### src/pgrs_regs.svh
// timing constants for the power-good reset sequencer
`ifndef PGRS_REGS_SVH
`define PGRS_REGS_SVH
`define PGRS_CLK_HZ 50000000
`define PGRS_T_CLKINT_US 50
`define PGRS_T_INTPG_US 50
`define PGRS_T_NVM_MS 20
`define PGRS_T_TRAIN_MS 20
`define PGRS_T_CFGRES_MS 1000
`define PGRS_T_LPG_MIN_MS 80
`define PGRS_T_LPG_MAX_MS 90
`define PGRS_CYC_PER_US (`PGRS_CLK_HZ / 1000000)
`define PGRS_CYC_PER_MS (`PGRS_CLK_HZ / 1000)
`define PGRS_CYC_INTPG (`PGRS_T_INTPG_US * `PGRS_CYC_PER_US)
`define PGRS_CYC_NVM (`PGRS_T_NVM_MS * `PGRS_CYC_PER_MS)
`define PGRS_CYC_TRAIN (`PGRS_T_TRAIN_MS * `PGRS_CYC_PER_MS)
`define PGRS_CYC_CFGRES (`PGRS_T_CFGRES_MS * `PGRS_CYC_PER_MS)
`define PGRS_CYC_LPG ((`PGRS_T_LPG_MIN_MS + `PGRS_T_LPG_MAX_MS) / 2 * `PGRS_CYC_PER_MS)
`endif

### src/pgrs_pkg.sv
// types for the power-good reset sequencer
package pgrs_pkg;
    typedef enum logic [2:0] {
        PGRS_RAIL_WAIT,
        PGRS_HELD,
        PGRS_PLL_WAIT,
        PGRS_NVM_LOAD,
        PGRS_TRAIN_WAIT,
        PGRS_UNINIT,
        PGRS_ACTIVE
    } pgrs_state_e;
endpackage

### src/pgrs_sync.sv
// three-stage input synchroniser with agreement filter
`timescale 1ns/1ps
module pgrs_sync (
    // clock and reset
    input wire logic clk_in,
    input wire logic reset_in,
    // data
    input wire logic d_in,
    output logic q_out
);
    logic [2:0] sh_r;
    logic [2:0] sh_nxt;
    logic q_r;
    logic q_nxt;
    always_comb begin
        sh_nxt = {sh_r[1:0], d_in};
        q_nxt = (sh_r[2] == sh_r[1]) ? sh_r[2] : q_r;
    end
    always_ff @(posedge clk_in or posedge reset_in) begin
        if (reset_in) begin
            sh_r <= 3'h0;
            q_r <= 1'h0;
        end else begin
            sh_r <= sh_nxt;
            q_r <= q_nxt;
        end
    end
    assign q_out = q_r;
endmodule // pgrs_sync

### src/pgrs_seq.sv
// power-good reset sequencer top
// =====================================================================
// Overview of operation
// - power good loss: held state, electrical idle
// - internal clock locked within 50 us
// - internal power good within 50 us
// - internal power good: reload, phy reset, wake off
// - magic packet wake restored from loaded config
// - phy reset released after load, 20 ms max
// - link training starts within 20 ms; if load ends past that, it starts later with timeout set
// - config answer ready within 1 s
// - memory enable write moves to full active
// - local power good 80 to 90 ms after rail
`timescale 1ns/1ps
`include "pgrs_regs.svh"
module pgrs_seq #(
    parameter int unsigned CYC_INTPG = `PGRS_CYC_INTPG,
    parameter int unsigned CYC_NVM = `PGRS_CYC_NVM,
    parameter int unsigned CYC_TRAIN = `PGRS_CYC_TRAIN,
    parameter int unsigned CYC_CFGRES = `PGRS_CYC_CFGRES,
    parameter int unsigned CYC_LPG = `PGRS_CYC_LPG
) (
    // clock and reset
    input wire logic CLK_IN,
    input wire logic RESET_IN,
    // system pins
    input wire logic RAIL_VALID_IN,
    input wire logic POWER_GOOD_INPUT_IN,
    // pll
    input wire logic PLL_LOCK_IN,
    // nonvolatile configuration loader
    input wire logic NVM_DONE_IN,
    input wire logic NVM_WAKE_EN_IN,
    output logic NVM_LOAD_OUT,
    // pci command register write
    input wire logic MEM_ENABLE_WR_IN,
    // controls
    output logic LOCAL_POWER_GOOD_OUT,
    output logic INT_POWER_GOOD_OUT,
    output logic PHY_RESET_OUT,
    output logic ELEC_IDLE_OUT,
    output logic TRAIN_START_OUT,
    output logic CFG_READY_OUT,
    output logic MAGIC_PACKET_WAKE_OUT,
    output logic [2:0] STATE_OUT,
    output logic TIMEOUT_OUT
);
    // =================================================================
    // input synchronisers
    logic rail_s;
    logic pg_s;
    logic lock_s;
    logic nvm_done_s;
    logic [3:0] pin_raw;
    logic [3:0] pin_s;
    assign pin_raw = {NVM_DONE_IN, PLL_LOCK_IN, POWER_GOOD_INPUT_IN, RAIL_VALID_IN};
    genvar gi;
    generate
        for (gi = 0; gi < 4; gi++) begin : g_sync
            pgrs_sync pgrs_sync_inst (
                .clk_in(CLK_IN),
                .reset_in(RESET_IN),
                .d_in(pin_raw[gi]),
                .q_out(pin_s[gi])
            );
        end
    endgenerate
    assign rail_s = pin_s[0];
    assign pg_s = pin_s[1];
    assign lock_s = pin_s[2];
    assign nvm_done_s = pin_s[3];

    // =================================================================
    // state and counters
    pgrs_pkg::pgrs_state_e state_r, state_nxt;
    logic [31:0] lpg_cnt_r, lpg_cnt_nxt;
    logic [31:0] pg_cnt_r, pg_cnt_nxt;
    logic [31:0] st_cnt_r, st_cnt_nxt;
    logic lpg_r, lpg_nxt;
    logic ipg_r, ipg_nxt;
    logic nvm_load_r, nvm_load_nxt;
    logic phy_rst_r, phy_rst_nxt;
    logic idle_r, idle_nxt;
    logic train_r, train_nxt;
    logic cfg_r, cfg_nxt;
    logic wake_r, wake_nxt;
    logic tmo_r, tmo_nxt;

    always_comb begin
        state_nxt = state_r;
        lpg_cnt_nxt = lpg_cnt_r;
        pg_cnt_nxt = pg_cnt_r;
        st_cnt_nxt = st_cnt_r + 32'h1;
        lpg_nxt = lpg_r;
        ipg_nxt = ipg_r;
        nvm_load_nxt = 1'h0;
        phy_rst_nxt = phy_rst_r;
        idle_nxt = idle_r;
        train_nxt = train_r;
        cfg_nxt = cfg_r;
        wake_nxt = wake_r;
        tmo_nxt = tmo_r;
        // local power good from rail
        if (!rail_s) begin
            lpg_cnt_nxt = 32'h0;
            lpg_nxt = 1'h0;
        end else if (lpg_cnt_r >= CYC_LPG - 1) begin
            lpg_nxt = 1'h1;
        end else begin
            lpg_cnt_nxt = lpg_cnt_r + 32'h1;
        end
        // time since power good
        if (pg_s && pg_cnt_r != 32'hffffffff) begin
            pg_cnt_nxt = pg_cnt_r + 32'h1;
        end
        case (state_r)
            pgrs_pkg::PGRS_RAIL_WAIT: begin
                if (lpg_r) begin
                    state_nxt = pgrs_pkg::PGRS_HELD;
                end
            end
            pgrs_pkg::PGRS_HELD: begin
                pg_cnt_nxt = 32'h0;
                st_cnt_nxt = 32'h0;
                if (pg_s) begin
                    state_nxt = pgrs_pkg::PGRS_PLL_WAIT;
                end
            end
            pgrs_pkg::PGRS_PLL_WAIT: begin
                // internal power good on lock, forced early enough to cover sync delay
                if (lock_s || pg_cnt_r >= CYC_INTPG - 6) begin
                    tmo_nxt = tmo_r | !lock_s;
                    ipg_nxt = 1'h1;
                    nvm_load_nxt = 1'h1;
                    phy_rst_nxt = 1'h1;
                    wake_nxt = 1'h0;
                    st_cnt_nxt = 32'h0;
                    state_nxt = pgrs_pkg::PGRS_NVM_LOAD;
                end
            end
            pgrs_pkg::PGRS_NVM_LOAD: begin
                if (nvm_done_s || st_cnt_r >= CYC_NVM - 1) begin
                    tmo_nxt = tmo_r | !nvm_done_s;
                    wake_nxt = nvm_done_s & NVM_WAKE_EN_IN;
                    phy_rst_nxt = 1'h0;
                    state_nxt = pgrs_pkg::PGRS_TRAIN_WAIT;
                end
            end
            pgrs_pkg::PGRS_TRAIN_WAIT: begin
                // training starts right after load; past the bound it still starts, with timeout set
                if (pg_cnt_r < CYC_TRAIN - 1) begin
                    train_nxt = 1'h1;
                    idle_nxt = 1'h0;
                    cfg_nxt = 1'h1;
                    state_nxt = pgrs_pkg::PGRS_UNINIT;
                end else begin
                    tmo_nxt = 1'h1;
                    train_nxt = 1'h1;
                    idle_nxt = 1'h0;
                    cfg_nxt = pg_cnt_r < CYC_CFGRES - 1;
                    state_nxt = pgrs_pkg::PGRS_UNINIT;
                end
            end
            pgrs_pkg::PGRS_UNINIT: begin
                if (MEM_ENABLE_WR_IN) begin
                    state_nxt = pgrs_pkg::PGRS_ACTIVE;
                end
            end
            pgrs_pkg::PGRS_ACTIVE: begin
            end
            default: begin
                state_nxt = pgrs_pkg::PGRS_RAIL_WAIT;
            end
        endcase
        // loss of power good or rail overrides all
        if (!pg_s && state_r != pgrs_pkg::PGRS_RAIL_WAIT) begin
            state_nxt = pgrs_pkg::PGRS_HELD;
            ipg_nxt = 1'h0;
            phy_rst_nxt = 1'h1;
            idle_nxt = 1'h1;
            train_nxt = 1'h0;
            cfg_nxt = 1'h0;
            nvm_load_nxt = 1'h0;
        end
        if (!lpg_r) begin
            state_nxt = pgrs_pkg::PGRS_RAIL_WAIT;
            ipg_nxt = 1'h0;
            phy_rst_nxt = 1'h1;
            idle_nxt = 1'h1;
            train_nxt = 1'h0;
            cfg_nxt = 1'h0;
            nvm_load_nxt = 1'h0;
        end
    end

    always_ff @(posedge CLK_IN or posedge RESET_IN) begin
        if (RESET_IN) begin
            state_r <= pgrs_pkg::PGRS_RAIL_WAIT;
            lpg_cnt_r <= 32'h0;
            pg_cnt_r <= 32'h0;
            st_cnt_r <= 32'h0;
            lpg_r <= 1'h0;
            ipg_r <= 1'h0;
            nvm_load_r <= 1'h0;
            phy_rst_r <= 1'h1;
            idle_r <= 1'h1;
            train_r <= 1'h0;
            cfg_r <= 1'h0;
            wake_r <= 1'h0;
            tmo_r <= 1'h0;
        end else begin
            state_r <= state_nxt;
            lpg_cnt_r <= lpg_cnt_nxt;
            pg_cnt_r <= pg_cnt_nxt;
            st_cnt_r <= st_cnt_nxt;
            lpg_r <= lpg_nxt;
            ipg_r <= ipg_nxt;
            nvm_load_r <= nvm_load_nxt;
            phy_rst_r <= phy_rst_nxt;
            idle_r <= idle_nxt;
            train_r <= train_nxt;
            cfg_r <= cfg_nxt;
            wake_r <= wake_nxt;
            tmo_r <= tmo_nxt;
        end
    end

    // =================================================================
    // outputs
    logic [2:0] state_out_r;
    always_ff @(posedge CLK_IN or posedge RESET_IN) begin
        if (RESET_IN) begin
            state_out_r <= 3'h0;
        end else begin
            state_out_r <= state_nxt;
        end
    end
    assign STATE_OUT = state_out_r;
    assign LOCAL_POWER_GOOD_OUT = lpg_r;
    assign INT_POWER_GOOD_OUT = ipg_r;
    assign NVM_LOAD_OUT = nvm_load_r;
    assign PHY_RESET_OUT = phy_rst_r;
    assign ELEC_IDLE_OUT = idle_r;
    assign TRAIN_START_OUT = train_r;
    assign CFG_READY_OUT = cfg_r;
    assign MAGIC_PACKET_WAKE_OUT = wake_r;
    assign TIMEOUT_OUT = tmo_r;
endmodule // pgrs_seq

### config.mk
export PLATFORM = sky130hd
export DESIGN_NAME = pgrs_seq
export DESIGN_NICKNAME = d
export VERILOG_FILES = /design/src/pgrs_pkg.sv /design/src/pgrs_sync.sv /design/src/pgrs_seq.sv
export VERILOG_INCLUDE_DIRS = /design/src
export SDC_FILE = /design/constraint.sdc
export NUM_CORES = 1
export LEC_CHECK = 0
export ABC_AREA = 1
export BUFFER_PORTS_ARGS = -buffer_cell sky130_fd_sc_hd__buf_2
export CORE_UTILIZATION = 30
export CTS_BUF_LIST = sky130_fd_sc_hd__clkbuf_4 sky130_fd_sc_hd__clkbuf_8
export DETAILED_ROUTE_END_ITERATION = 16
export GPL_TIMING_DRIVEN = 1
export PLACE_DENSITY = 0.44
export SLEW_MARGIN = 20
export SYNTH_ARGS = -nofsm -noshare
export SYNTH_HDL_FRONTEND = slang
export SYNTH_SLANG_ARGS = --single-unit
export TNS_END_PERCENT = 30
### constraint.sdc
create_clock -name CLK_IN -period 5.1 [get_ports CLK_IN]
set_input_delay 0.255 -clock CLK_IN [delete_from_list [all_inputs] [get_ports CLK_IN]]
set_output_delay 0.255 -clock CLK_IN [all_outputs]
set_load 0.03 [all_outputs]
== After elaboration in Yosys (flattened, before gate mapping) ==
Index checks and enable logic that the tools add are counted.
Operators by class
  add/subtract/negate cells: 3
  $lt $le $gt $ge: 5
  equal/unequal tests: 25
  muxes and demuxes: 44
  bitwise operators: 3
  reductions and logical operators: 17
Operators by type and width (count)
  2-to-1 mux 32 bit: 5
  adder 32 x 1 -> 32 bit, second input constant: 3
  case mux 32 bit (2 select lines): 1
  greater-or-equal comparator 32 x 12 -> 1 bit, second input constant: 1
  greater-or-equal comparator 32 x 20 -> 1 bit, second input constant: 1
  greater-or-equal comparator 32 x 23 -> 1 bit, second input constant: 1
  < comparator 32 x 20 -> 1 bit, second input constant: 1
  < comparator 32 x 26 -> 1 bit, second input constant: 1
  inequality test 32 bit, second input constant: 1
  2-to-1 mux 1 bit: 28
  case mux 3 bit (7 select lines): 1
  2-to-1 mux 3 bit: 6
  inequality test 4 bit, second input constant: 3
  inequality test 2 bit, second input constant: 5
  == test 3 bit, second input constant: 3
  inequality test 3 x 1 -> 1 bit, second input constant: 3
  == test 3 x 2 -> 1 bit, second input constant: 2
  AND reduction 3 bit: 2
  nonzero test 3 bit: 2
  AND reduction 5 bit: 1
  == test 1 bit: 4
  inequality test 4 x 1 -> 1 bit, second input constant: 1
  inequality test 4 x 3 -> 1 bit, second input constant: 1
  case mux 1 bit (2 select lines): 2
  other kinds (12): 18
Word-level totals
  register bits: 124
  input port bits: 8
  output and inout bits: 12

== Longest topological paths before layout ==
Gate-level depths: netlist of the first run.
  word-level depth: 6
  depth in mapped cells: 14
  mapped depth without buffers: 14

== Cells and area by module ==
Synthesis of the first run repeated with hierarchy kept, for this count alone.
Second synthesis, totals
  cells, all modules: 1007
  area, all modules: 7288.2 µm²
By module, submodules not included
  pgrs_seq: times used 1, cells each 971, area each 6807.8 µm², seq. area each 2705.1 µm²
  pgrs_sync: times used 4, cells each 9, area each 120.1 µm², seq. area each 100.1 µm²

== Least setup slack after synthesis of the first run ==
No wires, ideal clock.
  path type: register to register
  from: register STATE_OUT[1] (netlist name)
  to: register state_out_r[2] (netlist: STATE_OUT[2])
  library setup time: 129 ps
  arrival: 1535 ps
  path slack: 3436 ps
  cell stages (with the launch flop): 10
  buffers on the path: 0
  period minus slack after synthesis: 1664 ps
  cell sequence: dfrtp_1 -> inv_1 -> nor2_1 -> inv_1 -> nor2_1 -> inv_1 -> nor2_1 -> nand3_1 -> nand4_1 -> nand2_1
RTL lines
  to (signal assigned): RTL line pgrs_seq.sv:235  | state_out_r <= state_nxt;
  to (decl): RTL line pgrs_seq.sv:230  | logic [2:0] state_out_r;

== Worst setup path in the final report of the first run ==
  from: register lpg_cnt_r[0]
  to: register lpg_cnt_r[0]
Between the ends
  word-level cells in the longest chain between the ends: 3
Ends and longest elaborated chain
  from (decl): RTL line pgrs_seq.sv:76  | logic [31:0] lpg_cnt_r, lpg_cnt_nxt;
  from (signal assigned): RTL line pgrs_seq.sv:213  | lpg_cnt_r <= lpg_cnt_nxt;
  adder 32 x 1 -> 32 bit: RTL line pgrs_seq.sv:110  | lpg_cnt_nxt = lpg_cnt_r + 32'h1;
  2-to-1 mux 32 bit: RTL line pgrs_seq.sv:107  | end else if (lpg_cnt_r >= CYC_LPG - 1) begin
  2-to-1 mux 32 bit: RTL line pgrs_seq.sv:104  | if (!rail_s) begin
Several ways; a longest one is shown, not always the timed one. The select of a mux whose other input is x is not followed.
A chain may end at the register's enable or synchronous reset.

==> out/summary.txt, run 1 <==
status - complete, no violations
drt pass-1 iters - 5
die area - 24900 um2
Max Clock Skew - 0.0193 ns
via/cell ratio - 4.67
async set-reset flop share out of synthesis - 100%
1st-iter DRT viols - 438
FF+latch count, synth - 124
Final min period - 2.55 ns
syn_area_per_cell - 7.29 um2
post-DP HPWL - 13700 um
Max FO, Critical Path - 24
peak supply drop - 0.111 mV
Fin Setup TNS - 0 ns
GRT overflow - 0
sequential power share - 50.1%
CTS sink count - 124
core box area - 23600 um2
vias in the first global route - 6314
WP data arrival - 2.90 ns
setup violation total in the final timing report - 0
initial antenna violation count - 0
Worst path max stage delay - 0.42 ns
Max Buffers Root-to-Sink - 2
Post-Synthesis Cells - 1000
Crit path top cell by count - nand2_2
wire per inst - 14.0 um
Final Max Slew Viols - 0
largest net degree at the start of global routing - 89
Int Power - 0.00152 W
RSZ-0062 raised after global routing - no
register area share after synthesis - 42.6%
Post-Syn Nets - 1012
FMAX - 392 MHz
CTS clk-pin slew, worst paths - 0.08 ns
Crit-path slowest cell - nand2_2
I/O Pins - 20
DR DRC count - 0
P&R area growth vs syn - 11.7%
Final Util - 34.5%
cells along the critical path - ha_1 -> nand3_2 -> a31oi_1 -> nand3_1 -> nand2_1 -> nand2_2 -> nand2_2 -> nand2_2 -> o21ai_0
share of cells above drive strength 1 - 8.86%
Root Driver - clkbuf_8
final WL - 19000 um
most frequent cells in the layout - 250 x nand2_1, 181 x nor2_1, 122 x dfrtp_1
Worst-Skew Late Latency - 0.46 ns
number of H-tree levels - 4
Die X - 158 um
post-route ant nets - 0
hold crit path type - input port to register
# rows - 56
Port Buffers - 19
kind of critical path - register to register
pwr dens - 258 nW/um2
final instance area - 8140 um2
Leak - 3.57 nW
switching share of power - 27.6%
Cell Area, Placed - 7680 um2
all-layer global routing usage - 16.8%
measured slew at the worst slew-check pin - 0.805 ns
dominant synthesized flop cell - dfrtp_1
first-pass GRT wire length - 32400 um
Max-slew headroom - 46.3%
CTS tree - built
Synth cell types - 38
TritonCTS buffer count - 17
Comb pwr share - 7.3%
Worst setup EP type - register
crit path launch type - register
Final Hold Vio Count - 0
hold slack - 0.101 ns
initial core utilization - 30.9%
Routability Congestion - 0.865
CTS resizes - 0
Period Utilization, post-route - 50.0%
required time of the critical path - 5.45 ns
ant diodes - 0
leading cell type in the layout, fill and taps excluded - nand2_1
fin nets - 1037
switching power - 0.000580 W
total number of vias - 6332
Max Cap Viol - 0
yosys synthesis warning count - 0
Die Ht - 158 um
synthesized area - 7290 um2
Post-synth EDFFs - 0
Clk pwr share - 42.6%
## stage by stage
stage	std cells	setup slack (ns)	total power (W)
floorplan	1000	1.55	0.00118
global placement	1320	2.67	0.00123
detailed placement	1320	2.56	0.00123
CTS	1357	2.50	0.00214
global route	1357	2.17	0.00221
finish	1357	2.55	0.00210
## synthesized netlist by cell type, types with 8 or more instances
library cell / n / area [um2]
o21ai_0: 21 / 105
xor2_1: 44 / 385
nor3_1: 43 / 215
nand3_1: 75 / 375
clkbuf_1: 8 / 30.0
nor2_2: 9 / 56.3
nand2_2: 10 / 62.6
a21oi_1: 9 / 45.0
xnor2_1: 10 / 87.6
nand4_1: 44 / 275
dfrtp_1: 122 / 3050
nand2_1: 250 / 938
nor2_1: 181 / 679
o21ai_1: 11 / 55.1
inv_1: 103 / 387
## final cells by class
| class | count | area [um2] |
|---|---|---|
| Fill cell | 2557 | 15500 |
| Multi-Input combinational cell | 747 | 3650 |
| Sequential cell | 124 | 3110 |
| Inverter | 108 | 410 |
| Tap cell | 319 | 399 |
| Clock buffer | 19 | 262 |
| Timing Repair Buffer | 27 | 168 |
| Clock inverter | 13 | 140 |
## kinds of logic after synthesis
group | after synthesis | share of synthesized area, %
fa+ha+maj | 8 | 1.24
simple gates | 630 | 38.2
flops | 124 | 42.6
compound gates | 55 | 4.22
buf+inv | 129 | 7.26
xor+xnor | 54 | 6.49
## state kept, by name (all words and copies together) (netlist names)
register / cells
NVM_LOAD_OUT: 1
pg_cnt_r: 32
TRAIN_START_OUT: 1
STATE_OUT: 3
PHY_RESET_OUT: 1
st_cnt_r: 32
MAGIC_PACKET_WAKE_OUT: 1
lpg_cnt_r: 32
LOCAL_POWER_GOOD_OUT: 1
ELEC_IDLE_OUT: 1
g_sync.pgrs_sync_inst.q_out: 4
INT_POWER_GOOD_OUT: 1
TIMEOUT_OUT: 1
g_sync.pgrs_sync_inst.sh_r: 12
CFG_READY_OUT: 1
## per-layer routing
metal	GRT usage (%)	share of wire, %	vias to the layer above
met5	0	0	-
met4	7.07	2.0	0
met3	2.49	3.2	20
met2	25.9	44	104
met1	23.2	51	2937
li1	-	-	3271
## path summary, 6_finish.rpt
kind                                             startpoint                               end  slack [ns]  cells past startpoint
max                                            lpg_cnt_r[0]                      lpg_cnt_r[0]        2.55                      9
min                                          NVM_WAKE_EN_IN             MAGIC_PACKET_WAKE_OUT        0.10                      3
max reg2reg                                    lpg_cnt_r[0]                      lpg_cnt_r[0]        2.55                      9
min reg2reg                g_sync[2].pgrs_sync_inst.sh_r[0]  g_sync[2].pgrs_sync_inst.sh_r[1]        0.35                      0
max in group asynchronous                          RESET_IN                     PHY_RESET_OUT        3.57                      4
min in group asynchronous                          RESET_IN                       st_cnt_r[3]        0.52                      3
## timing repair
| action | in CTS | in global routing |
|---|---|---|
| endpoints found under the hold margin | 41 | 0 |
| buffers inserted | 0 | 0 |
| hold buffers | 5 | 0 |
## critical path: cells and delay by family (launching register included)
kind | cells | cell delay, ns
compound gates | 2 | 0.51
fa+ha+maj | 1 | 0.27
flops | 1 | 0.40
simple gates | 6 | 1.27
## power groups by stage
stage	Combinational (W)	Sequential [W]	Clock, W
final	0.000154	0.00105	0.000895
after detailed placement	0.000156	0.00107	0
after global placement	0.000155	0.00107	0
after global routing	0.000180	0.00106	0.000972
after floorplan	0.000119	0.00106	0
after CTS	0.000160	0.00105	0.000930
No activity file was read; power rests on OpenSTA's default activity.
==> run 2, diff against run 1 <==
--- a/config.mk
+++ b/config.mk
@@ -6,13 +6,13 @@
 export SDC_FILE = /design/constraint.sdc
 export NUM_CORES = 1
 export LEC_CHECK = 0
-export ABC_AREA = 1
+export ABC_AREA = 0
 export BUFFER_PORTS_ARGS = -buffer_cell sky130_fd_sc_hd__buf_2
 export CORE_UTILIZATION = 30
 export CTS_BUF_LIST = sky130_fd_sc_hd__clkbuf_4 sky130_fd_sc_hd__clkbuf_8
 export DETAILED_ROUTE_END_ITERATION = 16
 export GPL_TIMING_DRIVEN = 1
-export PLACE_DENSITY = 0.44
+export PLACE_DENSITY = 0.46
 export SLEW_MARGIN = 20
 export SYNTH_ARGS = -nofsm -noshare
 export SYNTH_HDL_FRONTEND = slang
==> constraint.sdc (replaced) <==
create_clock -name CLK_IN -period 2.2 [get_ports CLK_IN]
set_input_delay 0.11 -clock CLK_IN [delete_from_list [all_inputs] [get_ports CLK_IN]]
set_output_delay 0.11 -clock CLK_IN [all_outputs]
set_load 0.03 [all_outputs]
==> run 2 against run 1 <==
Compared with the run above:
- fmax is 21% higher
- flip-flop and latch count unchanged
- largest cell class unchanged
- cell area decreased by 5.5%
- critical path type unchanged
- via count is 16% lower
==> out/summary.txt, run 2 <==
Worst setup EP type - register
total number of vias - 5318 (-16%)
FMAX - 475 MHz (+21%)
async set-reset flop share out of synthesis - 100% (unchanged)
ant diodes - 0 (unchanged)
wire per inst - 15.8 um (+13%)
Max Buffers Root-to-Sink - 2 (unchanged)
number of H-tree levels - 4 (unchanged)
peak supply drop - 0.303 mV (+170%)
FF+latch count, synth - 124 (unchanged)
initial antenna violation count - 0 (unchanged)
register area share after synthesis - 47.5% (+4.9 points)
Final Hold Vio Count - 0 (unchanged)
Int Power - 0.00363 W (+140%)
initial core utilization - 30.8% (-0.035 points)
most frequent cells in the layout - 122 x dfrtp_1, 78 x nor2_1, 57 x nand2_1
largest net degree at the start of global routing - 125 (+40%)
Clk pwr share - 44.2% (+1.6 points)
GRT overflow - 0 (unchanged)
Synth cell types - 72 (+89%)
kind of critical path - register to register
Max FO, Critical Path - 6 (-75%)
synthesized area - 6540 um2 (-10%)
Max Cap Viol - 0 (unchanged)
TritonCTS buffer count - 17 (unchanged)
Yosys top cell area share - 46.7% (+4.8 points)
met1 wire length - 7530 um (-22%)
DR DRC count - 0 (unchanged)
top sig layer - met4
Root Driver - clkbuf_8
Pwr Total - 0.00493 W (+130%)
ranking of synthesized cells by area - dfrtp_1 47%, xnor2_1 4.6%, nor2_1 4.5%, nand2_1 3.3%, a21oi_1 3.1%
Post-synth EDFFs - 0 (unchanged)
Post-Syn Nets - 695 (-31%)
biggest regs - lpg_cnt_r x32, pg_cnt_r x32, st_cnt_r x32
I/O Pins - 20 (unchanged)
Final min period - 2.10 ns (-0.445 ns)
R2R setup slack - 0.1 ns (-2.45 ns)
status - complete, no violations
Max Clock Skew - 0.0135 ns (-0.00580 ns)
Die Ht - 150 um (-5.2%)
count leader, synth - dfrtp_1
Final Max Slew Viols - 0 (unchanged)
hold crit path type - input port to register
drt pass-1 iters - 4 (-1)
# rows - 53 (-5.4%)
Max-slew headroom - 52.5% (+6.2 points)
Die X - 150 um (-5.2%)
P&R area growth vs syn - 17.6%
RSZ-0062 raised after global routing - yes
1st-iter DRT viols - 276 (-37%)
first-pass GRT wire length - 26900 um (-17%)
final WL - 16100 um (-15%)
vias in the first global route - 5222 (-17%)
share of cells above drive strength 1 - 17.9% (+9.1 points)
switching power - 0.00130 W (+120%)
switching share of power - 26.3% (-1.2 points)
die area - 22400 um2 (-10%)
via/cell ratio - 5.23 (+12%)
Port Buffers - 19 (unchanged)
required time of the critical path - 2.56 ns (-2.89 ns)
sequential power share - 49.5% (-0.6 points)
Routability Congestion - 0.862 (-0.35%)
yosys synthesis warning count - 0 (unchanged)
Synth area leader - dfrtp_1
Leak - 3.18 nW (-11%)
dominant synthesized flop cell - dfrtp_1
leading cell type in the layout, fill and taps excluded - dfrtp_1
measured slew at the worst slew-check pin - 0.712 ns (-0.0929 ns)
synth cell count leaders - 122 x dfrtp_1, 78 x nor2_1, 57 x nand2_1
Fin Setup TNS - 0 ns (unchanged)
CTS clk-pin slew, worst paths - 0.08 ns (about the same)
crit path launch type - register
pwr dens - 641 nW/um2 (+150%)
core box area - 21200 um2 (-10%)
fin nets - 741 (-29%)
Worst-Skew Late Latency - 0.45 ns (about the same)
Period Utilization, post-route - 95.7% (+46 points)
syn_area_per_cell - 9.58 um2 (+31%)
CTS sink count - 124 (unchanged)
post-DP HPWL - 10900 um (-20%)
setup violation total in the final timing report - 0 (unchanged)
CTS tree - built
post-route ant nets - 0 (unchanged)
# fillers - 2155 (-16%)
met2 WL post-DR - 7900 um (-5.9%)
Comb pwr share - 6.3% (-1.0 points)
Post-Synthesis Cells - 683 (-32%)
metal3 WL - 539 um (-13%)
WP data arrival - 2.47 ns (-0.43 ns)
all-layer global routing usage - 15.3% (-1.5 points)
-- run 2: cell count changes after synthesis, sizes merged, moves of 25 or more --
cell	delta
a21oi	+31
nand3	-41
inv	-92
nor2	-114
nand4	-25
xor2	-38
nand2	-204
-- run 2: through the flow --
step	instances	hold WS [ns]	instance area, um2	utilization (%)	setup WS, ns
after detailed placement	977	0.219	7130	33.6	0.000644
after floorplan	683	0.141	6550	-	0.202
after CTS	1015	0.0754	7610	35.9	0.0303
after global routing	1017	0.169	7690	36.2	-0.00858
final	1017	0.0983	7690	36.2	0.0956
after global placement	977	0.218	7130	33.6	0.126
-- run 2: path summary, 6_finish.rpt --
kind / start / end / cells after the start
max in group asynchronous: RESET_IN / pg_cnt_r[11] / 4
min in group asynchronous: RESET_IN / st_cnt_r[29] / 4
min: NVM_WAKE_EN_IN / MAGIC_PACKET_WAKE_OUT / 5
max: pg_cnt_r[2] / pg_cnt_r[17] / 5
max reg2reg: pg_cnt_r[2] / pg_cnt_r[17] / 5
min reg2reg: g_sync[2].pgrs_sync_inst.sh_r[0] / g_sync[2].pgrs_sync_inst.sh_r[1] / 0
-- run 2: routing by layer --
metal / track usage (%) / vias to the layer above
li1: - / 2574
met1: 20.1 / 2668
met2: 24.6 / 68
met3: 3.81 / 8
met4: 4.80 / 0
met5: 0 / -
-- run 2: logic make-up after synthesis --
family          after synthesis  synth area share [%]
fa+ha+maj                     8                  1.38
xor+xnor                     40                  5.36
simple gates                325                  27.4
buf+inv                      52                  3.71
flops                       124                  47.5
mux                           7                  1.09
compound gates              127                  13.6
-- run 2: worst max-delay path, cell delays in order, from the launching register on --
cell	delay (ns)
dfrtp_1	0.42
nand4_1	0.26
or3_4	0.41
or2_4	0.29
or4_1	0.48
a21oi_1	0.17
-- run 2: layout make-up --
| type | count | area [um2] | area share (%) |
|---|---|---|---|
| Multi-Input combinational cell | 507 | 3260 | 42.4 |
| Sequential cell | 124 | 3110 | 40.4 |
| Timing Repair Buffer | 64 | 498 | 6.48 |
| Tap cell | 275 | 344 | 4.47 |
| Clock buffer | 18 | 241 | 3.14 |
| Clock inverter | 14 | 183 | 2.38 |
| Inverter | 15 | 60.1 | 0.781 |
-- run 2: power by group through the flow --
stage	combinational, W	sequential [W]	clock [W]
detailed placement	0.000304	0.00248	0
floorplan	0.000206	0.00246	0
global placement	0.000291	0.00248	0
finish	0.000309	0.00244	0.00218
global route	0.000349	0.00245	0.00234
CTS	0.000314	0.00244	0.00225
-- run 2: timing repair --
action                     4_1_cts  5_1_grt
resized for setup                0        9
hold endpoints to repair       127        0
setup endpoints to repair        1       29
hold buffers                     6        0
buffers inserted                 0        2
pin swaps                        1        4
